--- src/tws_pkg.sv ---
// package for the two-wire slave transmitter block
package tws_pkg;
  // register byte addresses
  localparam logic [7:0] ADDR_OWN_ADDR = 8'h00;
  localparam logic [7:0] ADDR_CONTROL  = 8'h04;
  localparam logic [7:0] ADDR_STATUS   = 8'h08;
  localparam logic [7:0] ADDR_DATA     = 8'h0c;
  localparam logic [7:0] ADDR_IRQ_STAT = 8'h10;
  localparam logic [7:0] ADDR_IRQ_MASK = 8'h14;
  // control bit positions
  localparam int CTL_FLAG  = 7;
  localparam int CTL_ACK   = 6;
  localparam int CTL_START = 5;
  localparam int CTL_STOP  = 4;
  localparam int CTL_WCOL  = 3;
  localparam int CTL_EN    = 2;
  localparam int CTL_IE    = 0;
  // status codes
  localparam logic [7:0] ST_OWN_READ  = 8'ha8;
  localparam logic [7:0] ST_ARB_READ  = 8'hb0;
  localparam logic [7:0] ST_DATA_ACK  = 8'hb8;
  localparam logic [7:0] ST_DATA_NACK = 8'hc0;
  localparam logic [7:0] ST_LAST_ACK  = 8'hc8;
  localparam logic [7:0] ST_RECV      = 8'h60;
  localparam logic [7:0] ST_IDLE      = 8'hf8;
  localparam logic [7:0] RST_CONTROL  = 8'h00;
  localparam logic [7:0] RST_OWN      = 8'h00;
  localparam logic [7:0] GEN_CALL     = 8'h00;
  // event bits of the interrupt status register
  localparam int EV_ADDR = 0;
  localparam int EV_BYTE = 1;
  localparam int EV_DONE = 2;
  localparam int EV_W    = 3;
  typedef enum logic [1:0] {AXI_OKAY = 2'b00, AXI_SLVERR = 2'b10} tws_resp_t;
  typedef struct packed {
    logic scl;
    logic sda;
  } tws_line_t;
  typedef struct packed {
    logic scl_oe;
    logic sda_oe;
  } tws_drive_t;
endpackage

--- src/tws_slave.sv ---
// two-wire slave transmitter with axi4-lite registers
`timescale 1ns/100ps
module tws_slave
  import tws_pkg::*;
(
  input  wire logic        clk,
  input  wire logic        rst,
  input  wire logic [7:0]  s_axi_awaddr,
  input  wire logic        s_axi_awvalid,
  output logic             s_axi_awready,
  input  wire logic [31:0] s_axi_wdata,
  input  wire logic [3:0]  s_axi_wstrb,
  input  wire logic        s_axi_wvalid,
  output logic             s_axi_wready,
  output logic [1:0]       s_axi_bresp,
  output logic             s_axi_bvalid,
  input  wire logic        s_axi_bready,
  input  wire logic [7:0]  s_axi_araddr,
  input  wire logic        s_axi_arvalid,
  output logic             s_axi_arready,
  output logic [31:0]      s_axi_rdata,
  output logic [1:0]       s_axi_rresp,
  output logic             s_axi_rvalid,
  input  wire logic        s_axi_rready,
  input  wire logic        scl_i,
  output logic             scl_o,
  output logic             scl_oe,
  input  wire logic        sda_i,
  output logic             sda_o,
  output logic             sda_oe,
  input  wire logic        arb_lost,
  input  wire logic        sleeping,
  output logic             wake,
  output logic             start_go,
  output logic             irq
);
  typedef enum {S_IDLE, S_ADDR, S_AACK, S_WAIT, S_TX, S_RACK, S_IGNORE} tws_state_t;

  tws_state_t state_q;
  logic [2:0] scl_sy_q, sda_sy_q;
  logic       scl_f_q, sda_f_q;
  logic [7:0] own_q, ctl_q, stat_q, data_q, shift_q, ist_q, imask_q;
  logic [3:0] bit_q;
  logic       last_q, start_pend_q, aw_q, w_q, busy_q;
  logic [7:0] awaddr_q;
  logic [31:0] wdata_q;

  // three-stage sync, change counts once stages two and three agree
  always_ff @(posedge clk) begin
    scl_sy_q <= {scl_sy_q[1:0], scl_i};
    sda_sy_q <= {sda_sy_q[1:0], sda_i};
  end
  always_ff @(posedge clk) begin
    if (rst) begin
      scl_f_q <= 1'b1;
      sda_f_q <= 1'b1;
    end else begin
      if (scl_sy_q[1] == scl_sy_q[2]) scl_f_q <= scl_sy_q[2];
      if (sda_sy_q[1] == sda_sy_q[2]) sda_f_q <= sda_sy_q[2];
    end
  end
  wire scl_new  = (scl_sy_q[1] == scl_sy_q[2]) ? scl_sy_q[2] : scl_f_q;
  wire sda_new  = (sda_sy_q[1] == sda_sy_q[2]) ? sda_sy_q[2] : sda_f_q;
  wire scl_rise = scl_new & ~scl_f_q;
  wire scl_fall = ~scl_new & scl_f_q;
  wire start_c  = scl_f_q & scl_new & sda_f_q & ~sda_new;
  wire stop_c   = scl_f_q & scl_new & ~sda_f_q & sda_new;

  // register bus decode
  wire wr_go    = aw_q & w_q & ~s_axi_bvalid;
  wire rd_go    = s_axi_arvalid & s_axi_arready;
  wire wr_ctl   = wr_go & (awaddr_q == ADDR_CONTROL) & wdata_q[CTL_FLAG];
  wire wr_ctlw  = wr_go & (awaddr_q == ADDR_CONTROL);
  wire flag     = ctl_q[CTL_FLAG];
  wire ack_en   = ctl_q[CTL_ACK];
  // flag clear: software writes one to the flag bit
  wire flag_clr = wr_ctl & flag;
  wire addr_hit = (shift_q[7:1] == own_q[7:1]) | (own_q[0] & (shift_q == GEN_CALL));
  wire match    = addr_hit & ack_en & ctl_q[CTL_EN];
  wire ev_set   = (state_q == S_AACK) & scl_fall & shift_q[0] | (state_q == S_RACK) & scl_rise;
  logic [7:0] ev_code;
  assign ev_code = (state_q == S_AACK) ? (arb_lost ? ST_ARB_READ : ST_OWN_READ)
                 : sda_f_q ? ST_DATA_NACK
                 : last_q ? ST_LAST_ACK : ST_DATA_ACK;
  wire [31:0] rd_mux = (s_axi_araddr == ADDR_OWN_ADDR) ? {24'h0, own_q}
                     : (s_axi_araddr == ADDR_CONTROL) ? {24'h0, ctl_q}
                     : (s_axi_araddr == ADDR_STATUS) ? {24'h0, flag ? stat_q : ST_IDLE}
                     : (s_axi_araddr == ADDR_DATA) ? {24'h0, data_q}
                     : (s_axi_araddr == ADDR_IRQ_STAT) ? {24'h0, ist_q}
                     : (s_axi_araddr == ADDR_IRQ_MASK) ? {24'h0, imask_q} : 32'h0;
  // one decode shared by both channels, so read and write agree on the map
  function automatic logic reg_mapped(input logic [7:0] a);
    reg_mapped = (a == ADDR_OWN_ADDR) | (a == ADDR_CONTROL) | (a == ADDR_STATUS) |
                 (a == ADDR_DATA) | (a == ADDR_IRQ_STAT) | (a == ADDR_IRQ_MASK);
  endfunction
  wire rd_ok = reg_mapped(s_axi_araddr);
  wire wr_ok = reg_mapped(awaddr_q);
  // data written while the flag is clear during a transfer is a collision
  wire wcol = wr_go & (awaddr_q == ADDR_DATA) & ~flag & busy_q;
  wire [7:0] ev_vec = {4'h0, wcol, flag_clr & (state_q == S_IDLE), ev_set & (state_q == S_RACK),
                       ev_set & (state_q == S_AACK)};

  // axi write channel capture, either order
  always_ff @(posedge clk) begin
    if (rst) begin
      aw_q <= 1'b0;
      w_q <= 1'b0;
      awaddr_q <= 8'h00;
      wdata_q <= 32'h0;
      s_axi_bvalid <= 1'b0;
      s_axi_bresp <= AXI_OKAY;
      s_axi_awready <= 1'b1;
      s_axi_wready <= 1'b1;
    end else begin
      // readies registered: next value of the captured and response flags
      s_axi_awready <= ~(aw_q | s_axi_awvalid & s_axi_awready) & ~(s_axi_bvalid & ~s_axi_bready);
      s_axi_wready <= ~(w_q | s_axi_wvalid & s_axi_wready) & ~(s_axi_bvalid & ~s_axi_bready);
      if (s_axi_awvalid & s_axi_awready) begin
        aw_q <= 1'b1;
        awaddr_q <= s_axi_awaddr;
      end
      if (s_axi_wvalid & s_axi_wready) begin
        w_q <= 1'b1;
        wdata_q <= s_axi_wstrb[0] ? s_axi_wdata : 32'h0;
      end
      if (wr_go) begin
        s_axi_bvalid <= 1'b1;
        s_axi_bresp <= wr_ok ? AXI_OKAY : AXI_SLVERR;
        aw_q <= 1'b0;
        w_q <= 1'b0;
      end else if (s_axi_bready) s_axi_bvalid <= 1'b0;
    end
  end

  always_ff @(posedge clk) begin
    if (rst) begin
      s_axi_rvalid <= 1'b0;
      s_axi_rdata <= 32'h0;
      s_axi_rresp <= AXI_OKAY;
      s_axi_arready <= 1'b1;
    end else begin
      s_axi_arready <= ~rd_go & ~(s_axi_rvalid & ~s_axi_rready);
      if (rd_go) begin
        s_axi_rvalid <= 1'b1;
        s_axi_rdata <= rd_mux;
        s_axi_rresp <= rd_ok ? AXI_OKAY : AXI_SLVERR;
      end else if (s_axi_rready) s_axi_rvalid <= 1'b0;
    end
  end

  // software registers; hardware set of the flag wins over the clear
  always_ff @(posedge clk) begin
    if (rst) begin
      own_q <= RST_OWN;
      ctl_q <= RST_CONTROL;
      data_q <= 8'h00;
      imask_q <= 8'h00;
      stat_q <= ST_IDLE;
      ist_q <= 8'h00;
    end else begin
      if (wr_go & (awaddr_q == ADDR_OWN_ADDR)) own_q <= wdata_q[7:0];
      if (wr_go & (awaddr_q == ADDR_DATA) & ~wcol) data_q <= wdata_q[7:0];
      if (wr_go & (awaddr_q == ADDR_IRQ_MASK)) imask_q <= wdata_q[7:0];
      if (wr_ctlw) begin
        ctl_q[CTL_ACK] <= wdata_q[CTL_ACK];
        ctl_q[CTL_START] <= wdata_q[CTL_START];
        ctl_q[CTL_STOP] <= wdata_q[CTL_STOP];
        ctl_q[CTL_EN] <= wdata_q[CTL_EN];
        ctl_q[CTL_IE] <= wdata_q[CTL_IE];
      end
      if (flag_clr) ctl_q[CTL_FLAG] <= 1'b0;
      if (wcol) ctl_q[CTL_WCOL] <= 1'b1;
      else if (wr_go & (awaddr_q == ADDR_DATA)) ctl_q[CTL_WCOL] <= 1'b0;
      if (start_go) ctl_q[CTL_START] <= 1'b0;
      if (ev_set) begin
        ctl_q[CTL_FLAG] <= 1'b1;
        stat_q <= ev_code;
      end
      ist_q <= (rd_go & (s_axi_araddr == ADDR_IRQ_STAT) ? 8'h00 : ist_q) | ev_vec;
    end
  end

  // bus state machine
  always_ff @(posedge clk) begin
    if (rst) begin
      state_q <= S_IDLE;
      shift_q <= 8'h00;
      bit_q <= 4'h0;
      last_q <= 1'b0;
      busy_q <= 1'b0;
      sda_o <= 1'b0;
      sda_oe <= 1'b0;
    end else if (~ctl_q[CTL_EN] | stop_c) begin
      state_q <= S_IDLE;
      sda_oe <= 1'b0;
      busy_q <= 1'b0;
    end else if (start_c) begin
      state_q <= S_ADDR;
      bit_q <= 4'h0;
      sda_oe <= 1'b0;
    end else begin
      unique case (state_q)
        S_IDLE, S_IGNORE: sda_oe <= 1'b0; // master reads ones
        S_ADDR: if (scl_rise) begin
          shift_q <= {shift_q[6:0], sda_f_q};
          bit_q <= bit_q + 4'h1;
        end else if (scl_fall & (bit_q == 4'h8)) begin
          if (match) begin
            sda_oe <= 1'b1;
            state_q <= S_AACK;
          end else state_q <= S_IDLE;
        end
        S_AACK: if (scl_fall) begin
          sda_oe <= 1'b0;
          busy_q <= shift_q[0];
          state_q <= S_WAIT; // a write leaves busy_q clear, so S_WAIT returns to S_IDLE
        end
        S_WAIT: if (~flag & ~busy_q) state_q <= S_IDLE;
        else if (~flag) begin
          shift_q <= data_q;
          last_q <= ~ack_en;
          bit_q <= 4'h0;
          sda_oe <= ~data_q[7];
          state_q <= S_TX;
        end
        S_TX: if (scl_fall) begin
          if (bit_q == 4'h7) begin
            sda_oe <= 1'b0;
            state_q <= S_RACK;
          end else begin
            sda_oe <= ~shift_q[6];
            shift_q <= {shift_q[6:0], 1'b1};
            bit_q <= bit_q + 4'h1;
          end
        end
        S_RACK: if (scl_rise) state_q <= (sda_f_q | last_q) ? S_IGNORE : S_WAIT;
      endcase
    end
  end

  // stretch while the flag waits on software
  wire hold = flag & (state_q == S_WAIT | state_q == S_RACK | state_q == S_AACK) & busy_q;
  always_ff @(posedge clk) begin
    if (rst) begin
      scl_oe <= 1'b0;
      start_pend_q <= 1'b0;
      start_go <= 1'b0;
      wake <= 1'b0;
      irq <= 1'b0;
      // scl only ever pulled low; the level itself never changes
      scl_o <= 1'b0;
    end else begin
      scl_oe <= hold | (flag & state_q == S_WAIT);
      // latched at flag clear of c0/c8, released once the bus goes idle
      if (flag_clr & wdata_q[CTL_START] & (stat_q == ST_DATA_NACK | stat_q == ST_LAST_ACK))
        start_pend_q <= 1'b1;
      else if (start_go) start_pend_q <= 1'b0;
      start_go <= start_pend_q & (state_q == S_IDLE) & scl_f_q & sda_f_q & ~start_go;
      // data register may be stale after wake; software must not rely on it
      wake <= sleeping & ev_set & (state_q == S_AACK);
      irq <= |(ist_q & imask_q) | (flag & ctl_q[CTL_IE]);
    end
  end
  ap_status_idle_a: assert property (@(posedge clk) disable iff (rst)
    (s_axi_arvalid & s_axi_arready & s_axi_araddr == ADDR_STATUS & ~flag) |=> s_axi_rdata[7:0] == ST_IDLE)
    else $error("status not idle code");
  ap_flag_set_a: assert property (@(posedge clk) disable iff (rst)
    ev_set |=> flag) else $error("flag not set on event");
  ap_own_read_a: assert property (@(posedge clk) disable iff (rst)
    (ev_set & state_q == S_AACK & ~arb_lost) |=> stat_q == ST_OWN_READ) else $error("bad a8");
  ap_arb_read_a: assert property (@(posedge clk) disable iff (rst)
    (ev_set & state_q == S_AACK & arb_lost) |=> stat_q == ST_ARB_READ) else $error("bad b0");
  ap_nack_code_a: assert property (@(posedge clk) disable iff (rst)
    (ev_set & state_q == S_RACK & sda_f_q) |=> stat_q == ST_DATA_NACK && state_q == S_IGNORE)
    else $error("bad c0");
  ap_ack_enable_a: assert property (@(posedge clk) disable iff (rst)
    (state_q == S_ADDR & ~ack_en) |=> state_q != S_AACK) else $error("acked with ack enable off");
  ap_stretch_a: assert property (@(posedge clk) disable iff (rst)
    (flag & busy_q & state_q == S_WAIT) ##1 (flag & busy_q & state_q == S_WAIT) |-> scl_oe)
    else $error("scl not held");
  ap_ignore_ones_a: assert property (@(posedge clk) disable iff (rst)
    state_q == S_IGNORE [*2] |-> ~sda_oe) else $error("driving after last byte");
  cp_tx_byte: cover property (@(posedge clk) ev_set & state_q == S_RACK & ~sda_f_q);
  cp_last_ack: cover property (@(posedge clk) ev_set & state_q == S_RACK & last_q & ~sda_f_q);
  ap_data_ack_a: assert property (@(posedge clk) disable iff (rst)
    (ev_set & state_q == S_RACK & ~sda_f_q & ~last_q) |=> stat_q == ST_DATA_ACK && state_q == S_WAIT)
    else $error("bad b8");
  ap_last_ack_a: assert property (@(posedge clk) disable iff (rst)
    (ev_set & state_q == S_RACK & ~sda_f_q & last_q) |=> stat_q == ST_LAST_ACK && state_q == S_IGNORE)
    else $error("bad c8");
  ap_foreign_addr_a: assert property (@(posedge clk) disable iff (rst)
    (state_q == S_ADDR & scl_fall & bit_q == 4'h8 & ~addr_hit) |=> ~sda_oe)
    else $error("acked a foreign address");
  ap_gc_off_a: assert property (@(posedge clk) disable iff (rst)
    (state_q == S_ADDR & scl_fall & bit_q == 4'h8 & shift_q == GEN_CALL & ~own_q[0] & own_q[7:1] != 7'h00)
    |=> ~sda_oe) else $error("acked general call while disabled");
  ap_own_ack_a: assert property (@(posedge clk) disable iff (rst)
    (state_q == S_ADDR & scl_fall & bit_q == 4'h8 & match) |=> sda_oe && state_q == S_AACK)
    else $error("own address not acked");
  ap_ack_drive_a: assert property (@(posedge clk) disable iff (rst)
    state_q == S_AACK |-> sda_oe) else $error("ack bit not driven");
  ap_rack_free_a: assert property (@(posedge clk) disable iff (rst)
    state_q == S_RACK |-> ~sda_oe) else $error("sda driven in master ack bit");
  ap_clear_gone_a: assert property (@(posedge clk) disable iff (rst)
    (state_q == S_IGNORE & flag_clr) |=> ~flag) else $error("flag not cleared when unaddressed");
  ap_start_once_a: assert property (@(posedge clk) disable iff (rst)
    start_go |=> ~start_go) else $error("start request repeated");
  ap_wake_hold_a: assert property (@(posedge clk) disable iff (rst)
    wake |=> scl_oe) else $error("scl not held after wake");
  ap_irq_level_a: assert property (@(posedge clk) disable iff (rst)
    ((ist_q & imask_q) != 8'h00) |=> irq) else $error("irq low with unmasked event");
  cp_start: cover property (@(posedge clk) start_go);
  cp_arb_read: cover property (@(posedge clk) ev_set & state_q == S_AACK & arb_lost);
  cp_wake: cover property (@(posedge clk) wake);
endmodule // tws_slave

--- config.mk ---
export PLATFORM = sky130hd
export DESIGN_NAME = tws_slave
export DESIGN_NICKNAME = d
export VERILOG_FILES = /design/src/tws_pkg.sv /design/src/tws_slave.sv
export SDC_FILE = /design/constraint.sdc
export NUM_CORES = 1
export LEC_CHECK = 0
export ABC_AREA = 1
export BUFFER_PORTS_ARGS = -buffer_cell sky130_fd_sc_hd__buf_4
export CORE_MARGIN = 2
export CORE_UTILIZATION = 49
export DETAILED_ROUTE_END_ITERATION = 10
export PLACE_DENSITY = 0.76
export SETUP_SLACK_MARGIN = 0.05
export SLEW_MARGIN = 20
export SYNTH_ARGS = -nofsm -noshare
export SYNTH_HDL_FRONTEND = slang
export SYNTH_SLANG_ARGS = --single-unit
--- constraint.sdc ---
create_clock -name clk -period 1.5 [get_ports clk]
set_input_delay 0.3 -clock clk [delete_from_list [all_inputs] [get_ports clk]]
set_output_delay 0.3 -clock clk [all_outputs]
set_load 0.05 [all_outputs]
==> impl_metrics.toml, run 1 <==
[yosys]
yosysTopAreaCellShare = 0.422
syn_area_sq_um = 4890
ys_top_cells_by_count = "nand2_1 (112), dfxtp_1 (103), a21oi_1 (73), inv_1 (70), o21ai_0 (67)"
synthArstFlopShare = 0
synth.area.top_cells = "dfxtp_1 (42%), nand2_1 (8.6%), a21oi_1 (7.5%)"
yosysWarnings = 0
synth_most_common_cell = "nand2_1"
synth.ff_latch_count = 103
syn_avg_cell_area_sq_um = 7.33
synth.distinct_cells = 49
ys.flop_type = "dfxtp_1"
netlist_instances = 667
synth_top_cell_by_area = "dfxtp_1"
synth_seq_area_share = 0.422
synth_edf_count = 0

[drt]
detail-route-antenna-nets = 0
dr.pass1.iters = 5
wire_per_inst_um = 15.0
via_count = 4856
routed_wl_um = 13700
drt_iter0_markers = 309
drc = 0
via_per_inst = 5.32

[timing]
worst_slack_ns = -0.0513
max_slew_margin = 0.629
fmax_mhz = 645
finalMaxSlewViolations = 0
hold_slack_ns = 0.0207
clock_skew_ns = 0.0131
finalCriticalPeriod_ns = 1.55
setup_viol = 15
rsz0062_at_grt = "true"
worst_slew_pin_slew_ns = 0.553
fin_crit_sh = 1.03
hold_viol = 0

[placement]
place_hpwl_um = 9150
io_buffers = 55
numPlacedInstances = 874
gp_congestion = 0.919

[clock_network]
cts_made_buffers = 9
cts_tree = "built"
path_clk_slew_ns = 0.10
root_buffer = "clkbuf_8"
cts_hold_buf = 0
clock_path_buffers = 2
cts.sinks = 103
h-tree-depth = 3
insertion_delay_ns = 0.38

[worst_setup_path]
cp_top_family = "compound AO/OA/AOI/OAI gates"
cp_cell_sequence = "nor3_4, nand3_2, buf_4, inv_2, nand3_4, a21oi_4, o21ai_0, a21oi_1"
cp_max_fo = 8
worstPathArrival_ns = 1.86
end_kind = "flop"
critPathBufInv = 2
worst-setup-path-type = "flop to flop"
slowest_delay_ns = 0.35
slowest_stage = "dfxtp_2"
required_ns = 1.81
cp-start-kind = "flop"

[global_routing]
grt_pass1_vias = 4364
grt_pass1_wl_um = 20600
grt_max_degree = 41
overflow = 0
grt_usage = 0.233
antenna_found_initial = 0

[final_layout]
final_cells = 913
fin_util = 0.660
fill_cells = 808
nNetsFinal = 840
area_growth_pct = 31.3
drive_gt1_frac = 0.305
multi_input_area_sq_um = 2670
regArea_sq_um = 2090
diodes = 0

[power_and_ir_drop]
vdd_drop_max_mv = 0.509
p_leak_nw = 2.78
pwr_density_cell_nw_per_um2 = 853

[flow_run]
drv_cap = 0

[run_status]
violations = "setup timing"
status = "finished, violations left"

[die]
core-area_sq_um = 9730
die_w_um = 104
dieArea_sq_um = 10800
die_h_um = 104
ios = 111
start_util = 0.503
rows = 36

[worst_hold_path]
hp-class = "primary input to flop"
registers in the layout, summed over array words and instances, names as in the netlist, 3 cells and up:
| signal | cells |
|---|---|
| ist_q | 4 |
| stat_q | 4 |
| scl_sy_q | 3 |
| sda_sy_q | 3 |
| shift_q | 8 |
| ctl_q | 7 |
| own_q | 8 |
| s_axi_rdata | 8 |
| awaddr_q | 8 |
| bit_q | 4 |
| wdata_q | 8 |
| data_q | 8 |
| state_q | 3 |
| imask_q | 8 |
cell families (layout without fill, tap and decap cells):
| family | after synthesis | in the layout | share of synthesized area |
|---|---|---|---|
| compound gates | 178 | 178 | 0.205 |
| xor+xnor | 4 | 4 | 0.00716 |
| fa+ha+maj | 2 | 2 | 0.00512 |
| buf+inv | 124 | 209 | 0.122 |
| flops | 103 | 103 | 0.422 |
| other cells | 1 | 28 | 0.000767 |
| simple gates | 255 | 256 | 0.238 |
per-stage QoR:
stage	setup slack, ns	setup TNS (ns)	power [mW]	cell area [sq um]
floorplan	0.0803	0	3.44	5000
global placement	-0.00259	-0.00259	3.58	5610
detailed placement	-0.0791	-0.474	3.60	5610
CTS	-0.0312	-0.0908	5.45	6040
global route	-0.192	-3.35	5.67	6420
finish	-0.0513	-0.398	5.48	6420
power breakdown:
part | internal (mW) | switching [mW] | leakage, nW | total (mW)
Sequential | 2.80 | 0.0585 | 0.844 | 2.86
Clock | 0.841 | 1.01 | 0.105 | 1.85
Combinational | 0.249 | 0.514 | 1.83 | 0.763
Total | 3.89 | 1.58 | 2.78 | 5.48
final cells by class:
class | instances | share of cell area
clock inverters | 6 | 0.0117
clock buffers | 10 | 0.0214
flip-flops and latches | 103 | 0.326
well taps | 133 | 0.0259
repair buffers | 116 | 0.154
multi-input cells | 468 | 0.415
inverters | 77 | 0.0466
path summary, 6_finish.rpt:
check                              endpoint        start  slack (ns)  cells after the start
worst max-delay path              data_q[0]  awaddr_q[7]       -0.05                      8
worst min-delay path            sda_sy_q[0]        sda_i        0.02                      1
worst max register to register    data_q[0]  awaddr_q[7]       -0.05                      8
worst min register to register  scl_sy_q[1]  scl_sy_q[0]        0.34                      0
per-layer routing:
layer | up-vias | track usage | share of wire
li1 | 2379 | - | -
met1 | 2231 | 0.288 | 0.42
met2 | 205 | 0.398 | 0.49
met3 | 41 | 0.0501 | 0.060
met4 | 0 | 0.0898 | 0.035
met5 | - | 0 | 0
layout by cell type, fill, tap and decap left out, types with 4 or more instances in the layout:
cell,Yosys,routed
buf_4,28,101
nand2_1,112,99
dfxtp_1,103,89
a21oi_1,73,68
inv_1,70,59
nor2_1,65,53
o21ai_0,67,51
nand3_1,39,36
conb_1,1,28
o21ai_1,5,15
inv_2,7,14
a211oi_1,15,14
nor2_2,3,10
clkbuf_8,0,10
nand2_4,1,9
dfxtp_2,0,9
buf_6,3,9
nor2_4,3,8
nand2_2,2,7
nor3_1,9,7
nand4_1,6,6
o21ai_2,1,6
buf_12,0,5
dfxtp_4,0,5
nor3_4,1,4
inv_4,0,4
a21oi_2,1,4
what timing repair did:
item | CTS | global route
cloned | 1 | 1
buffers inserted | 9 | 12
pin swaps | 13 | 21
gates resized for setup | 50 | 81
endpoints found under the setup margin | 34 | 52
No activity file was read; power rests on OpenSTA's default activity.
==> run 2: changes to the inputs <==
--- a/config.mk
+++ b/config.mk
@@ -7,10 +7,12 @@
 export LEC_CHECK = 0
 export ABC_AREA = 1
 export BUFFER_PORTS_ARGS = -buffer_cell sky130_fd_sc_hd__buf_4
+export CELL_PAD_IN_SITES_DETAIL_PLACEMENT = 0
+export CELL_PAD_IN_SITES_GLOBAL_PLACEMENT = 1
 export CORE_MARGIN = 2
-export CORE_UTILIZATION = 49
+export CORE_UTILIZATION = 35
 export DETAILED_ROUTE_END_ITERATION = 10
-export PLACE_DENSITY = 0.76
+export PLACE_DENSITY_LB_ADDON = 0.1
 export SETUP_SLACK_MARGIN = 0.05
 export SLEW_MARGIN = 20
 export SYNTH_ARGS = -nofsm -noshare
==> run 2 against run 1 <==
  * The flow still finishes with violations (setup timing)
  * Register-to-register slack improved by 0.03 ns
  * Sequential cell count unchanged
  * Worst hold slack improved by 0.015 ns
  * Critical path depth is 2 higher
  * Design area up 5.4%
  * Clock power grew 41%
  * Routed wire length rose by 7.1%
  * Non-clock buffer count grew 26
  * Utilization decreased by 17 points
  * Clock skew shrank 0.0036 ns
  * Total power rose by 14%
  * Highest routed layer unchanged
==> impl_metrics.toml, run 2 (synthesis results as in run 1) <==
[run_status]
status = "finished, violations left"
violations = "setup timing"

[placement]
placed_area_sq_um = 5910
dpl_worst_slack_ns = -0.112
gp_congestion = 0.897
io_buffers = 55
place_hpwl_um = 10500

[die]
dieArea_sq_um = 14900
core-area_sq_um = 13800
rows = 43
start_util = 0.355
die_h_um = 122
die_w_um = 122
ios = 111

[global_routing]
grt_max_degree = 40
grt_usage = 0.197
overflow = 0
antenna_found_initial = 0
grt_pass1_wl_um = 22200
grt_pass1_vias = 4361

[clock_network]
path_clk_slew_ns = 0.07
cts_made_buffers = 9
cts_tree = "built"
root_buffer = "clkbuf_16"
clock_path_buffers = 2
insertion_delay_ns = 0.37
h-tree-depth = 3
cts.sinks = 103

[final_layout]
diodes = 0
fin_area_sq_um = 6770
drive_gt1_frac = 0.323
fill_cells = 1395
layout_commonest_cell = "buf_4"
nNetsFinal = 867
area_growth_pct = 38.4
layout_common_cells = "buf_4 (126), nand2_1 (98), dfxtp_1 (89)"

[worst_setup_path]
worstPathArrival_ns = 1.78
worst-setup-path-type = "flop to flop"
cp-start-kind = "flop"
rr_endpoint = "bit_q[2]"
crit_start = "state_q[2]"
end_kind = "flop"
reg2reg_depth = 10
cp_max_fo = 6
required_ns = 1.76
r2r_start = "state_q[2]"
reg2reg_setup_slack_ns = -0.03

[power_and_ir_drop]
p_leak_nw = 2.95
pwr_density_cell_nw_per_um2 = 923
vdd_drop_max_mv = 0.641

[timing]
clock_skew_ns = 0.00950
hold_viol = 0
hold_slack_ns = 0.0357
worst_slack_ns = -0.0262
fmax_mhz = 655
fin_crit_sh = 1.02
setup_viol = 4
max_slew_margin = 0.641
finalMaxSlewViolations = 0
finalCriticalPeriod_ns = 1.53
worst_slew_pin_slew_ns = 0.537
rsz0062_at_grt = "true"
fin_tns_setup_ns = -0.0571

[drt]
detail-route-antenna-nets = 0
routed_wl_um = 14700
via_per_inst = 4.80
drc = 0
drt_iter0_markers = 235
via_count = 4730
dr.pass1.iters = 4
wire_per_inst_um = 14.9

[flow_run]
drv_cap = 0

[worst_hold_path]
hold_depth = 1
hold-path-endpoint = "sda_sy_q[0]"
hp-class = "primary input to flop"
worstHoldStart = "sda_i"
## run 2: what timing repair did
action / CTS / global route
gates cloned: 2 / 1
setup buffers: 8 / 7
endpoints found under the setup margin: 44 / 54
gates resized for setup: 58 / 57
hold buffers: 0 / 0
pin swaps: 19 / 22
hold endpoints to repair: 0 / 0
## run 2: power breakdown
group          internal (mW)  switching, mW
clock                   1.47           1.14
combinational          0.256          0.523
sequential              2.80         0.0543
total                   4.53           1.72
## run 2: worst max path at each step
stage	endpoint
2_1_floorplan	data_q[1]
3_3_place_gp	s_axi_rdata[5]
3_5_place_dp	s_axi_rdata[5]
4_1_cts	own_q[4]
5_1_grt	state_q[2]
6_report	bit_q[2]
## run 2: layer usage
metal	routed length, um	vias to the layer above	GRT usage
met4	291	0	0.0761
met1	6510	2177	0.249
met3	618	23	0.0307
met2	7250	104	0.337
met5	0	-	0
li1	-	2426	-
## run 2: cell type report
type | instances | area [sq um] | area share
multi-input cells | 469 | 2640 | 0.390
clock buffers | 9 | 225 | 0.0333
well taps | 180 | 225 | 0.0333
inverters | 77 | 292 | 0.0431
repair buffers | 142 | 1190 | 0.177
clock inverters | 6 | 93.8 | 0.0139
flip-flops and latches | 103 | 2090 | 0.309
## run 2: metrics by stage
| stage | utilization | cells | total power, mW |
|---|---|---|---|
| 6_report | 0.491 | 986 | 6.25 |
| 3_5_place_dp | 0.429 | 953 | 3.64 |
| 3_3_place_gp | 0.429 | 953 | 3.63 |
| 5_1_grt | 0.491 | 986 | 6.48 |
| 2_1_floorplan | - | 694 | 3.44 |
| 4_1_cts | 0.470 | 978 | 6.27 |
## run 2: critical path: stages (launching register included)
cell,delay (ns)
dfxtp_4,0.37
inv_4,0.07
nand2_8,0.07
nor2_4,0.17
nand2_2,0.09
nand3_2,0.09
nor2_4,0.06
o21ai_4,0.20
inv_2,0.08
o21ai_0,0.15
nor2_1,0.05
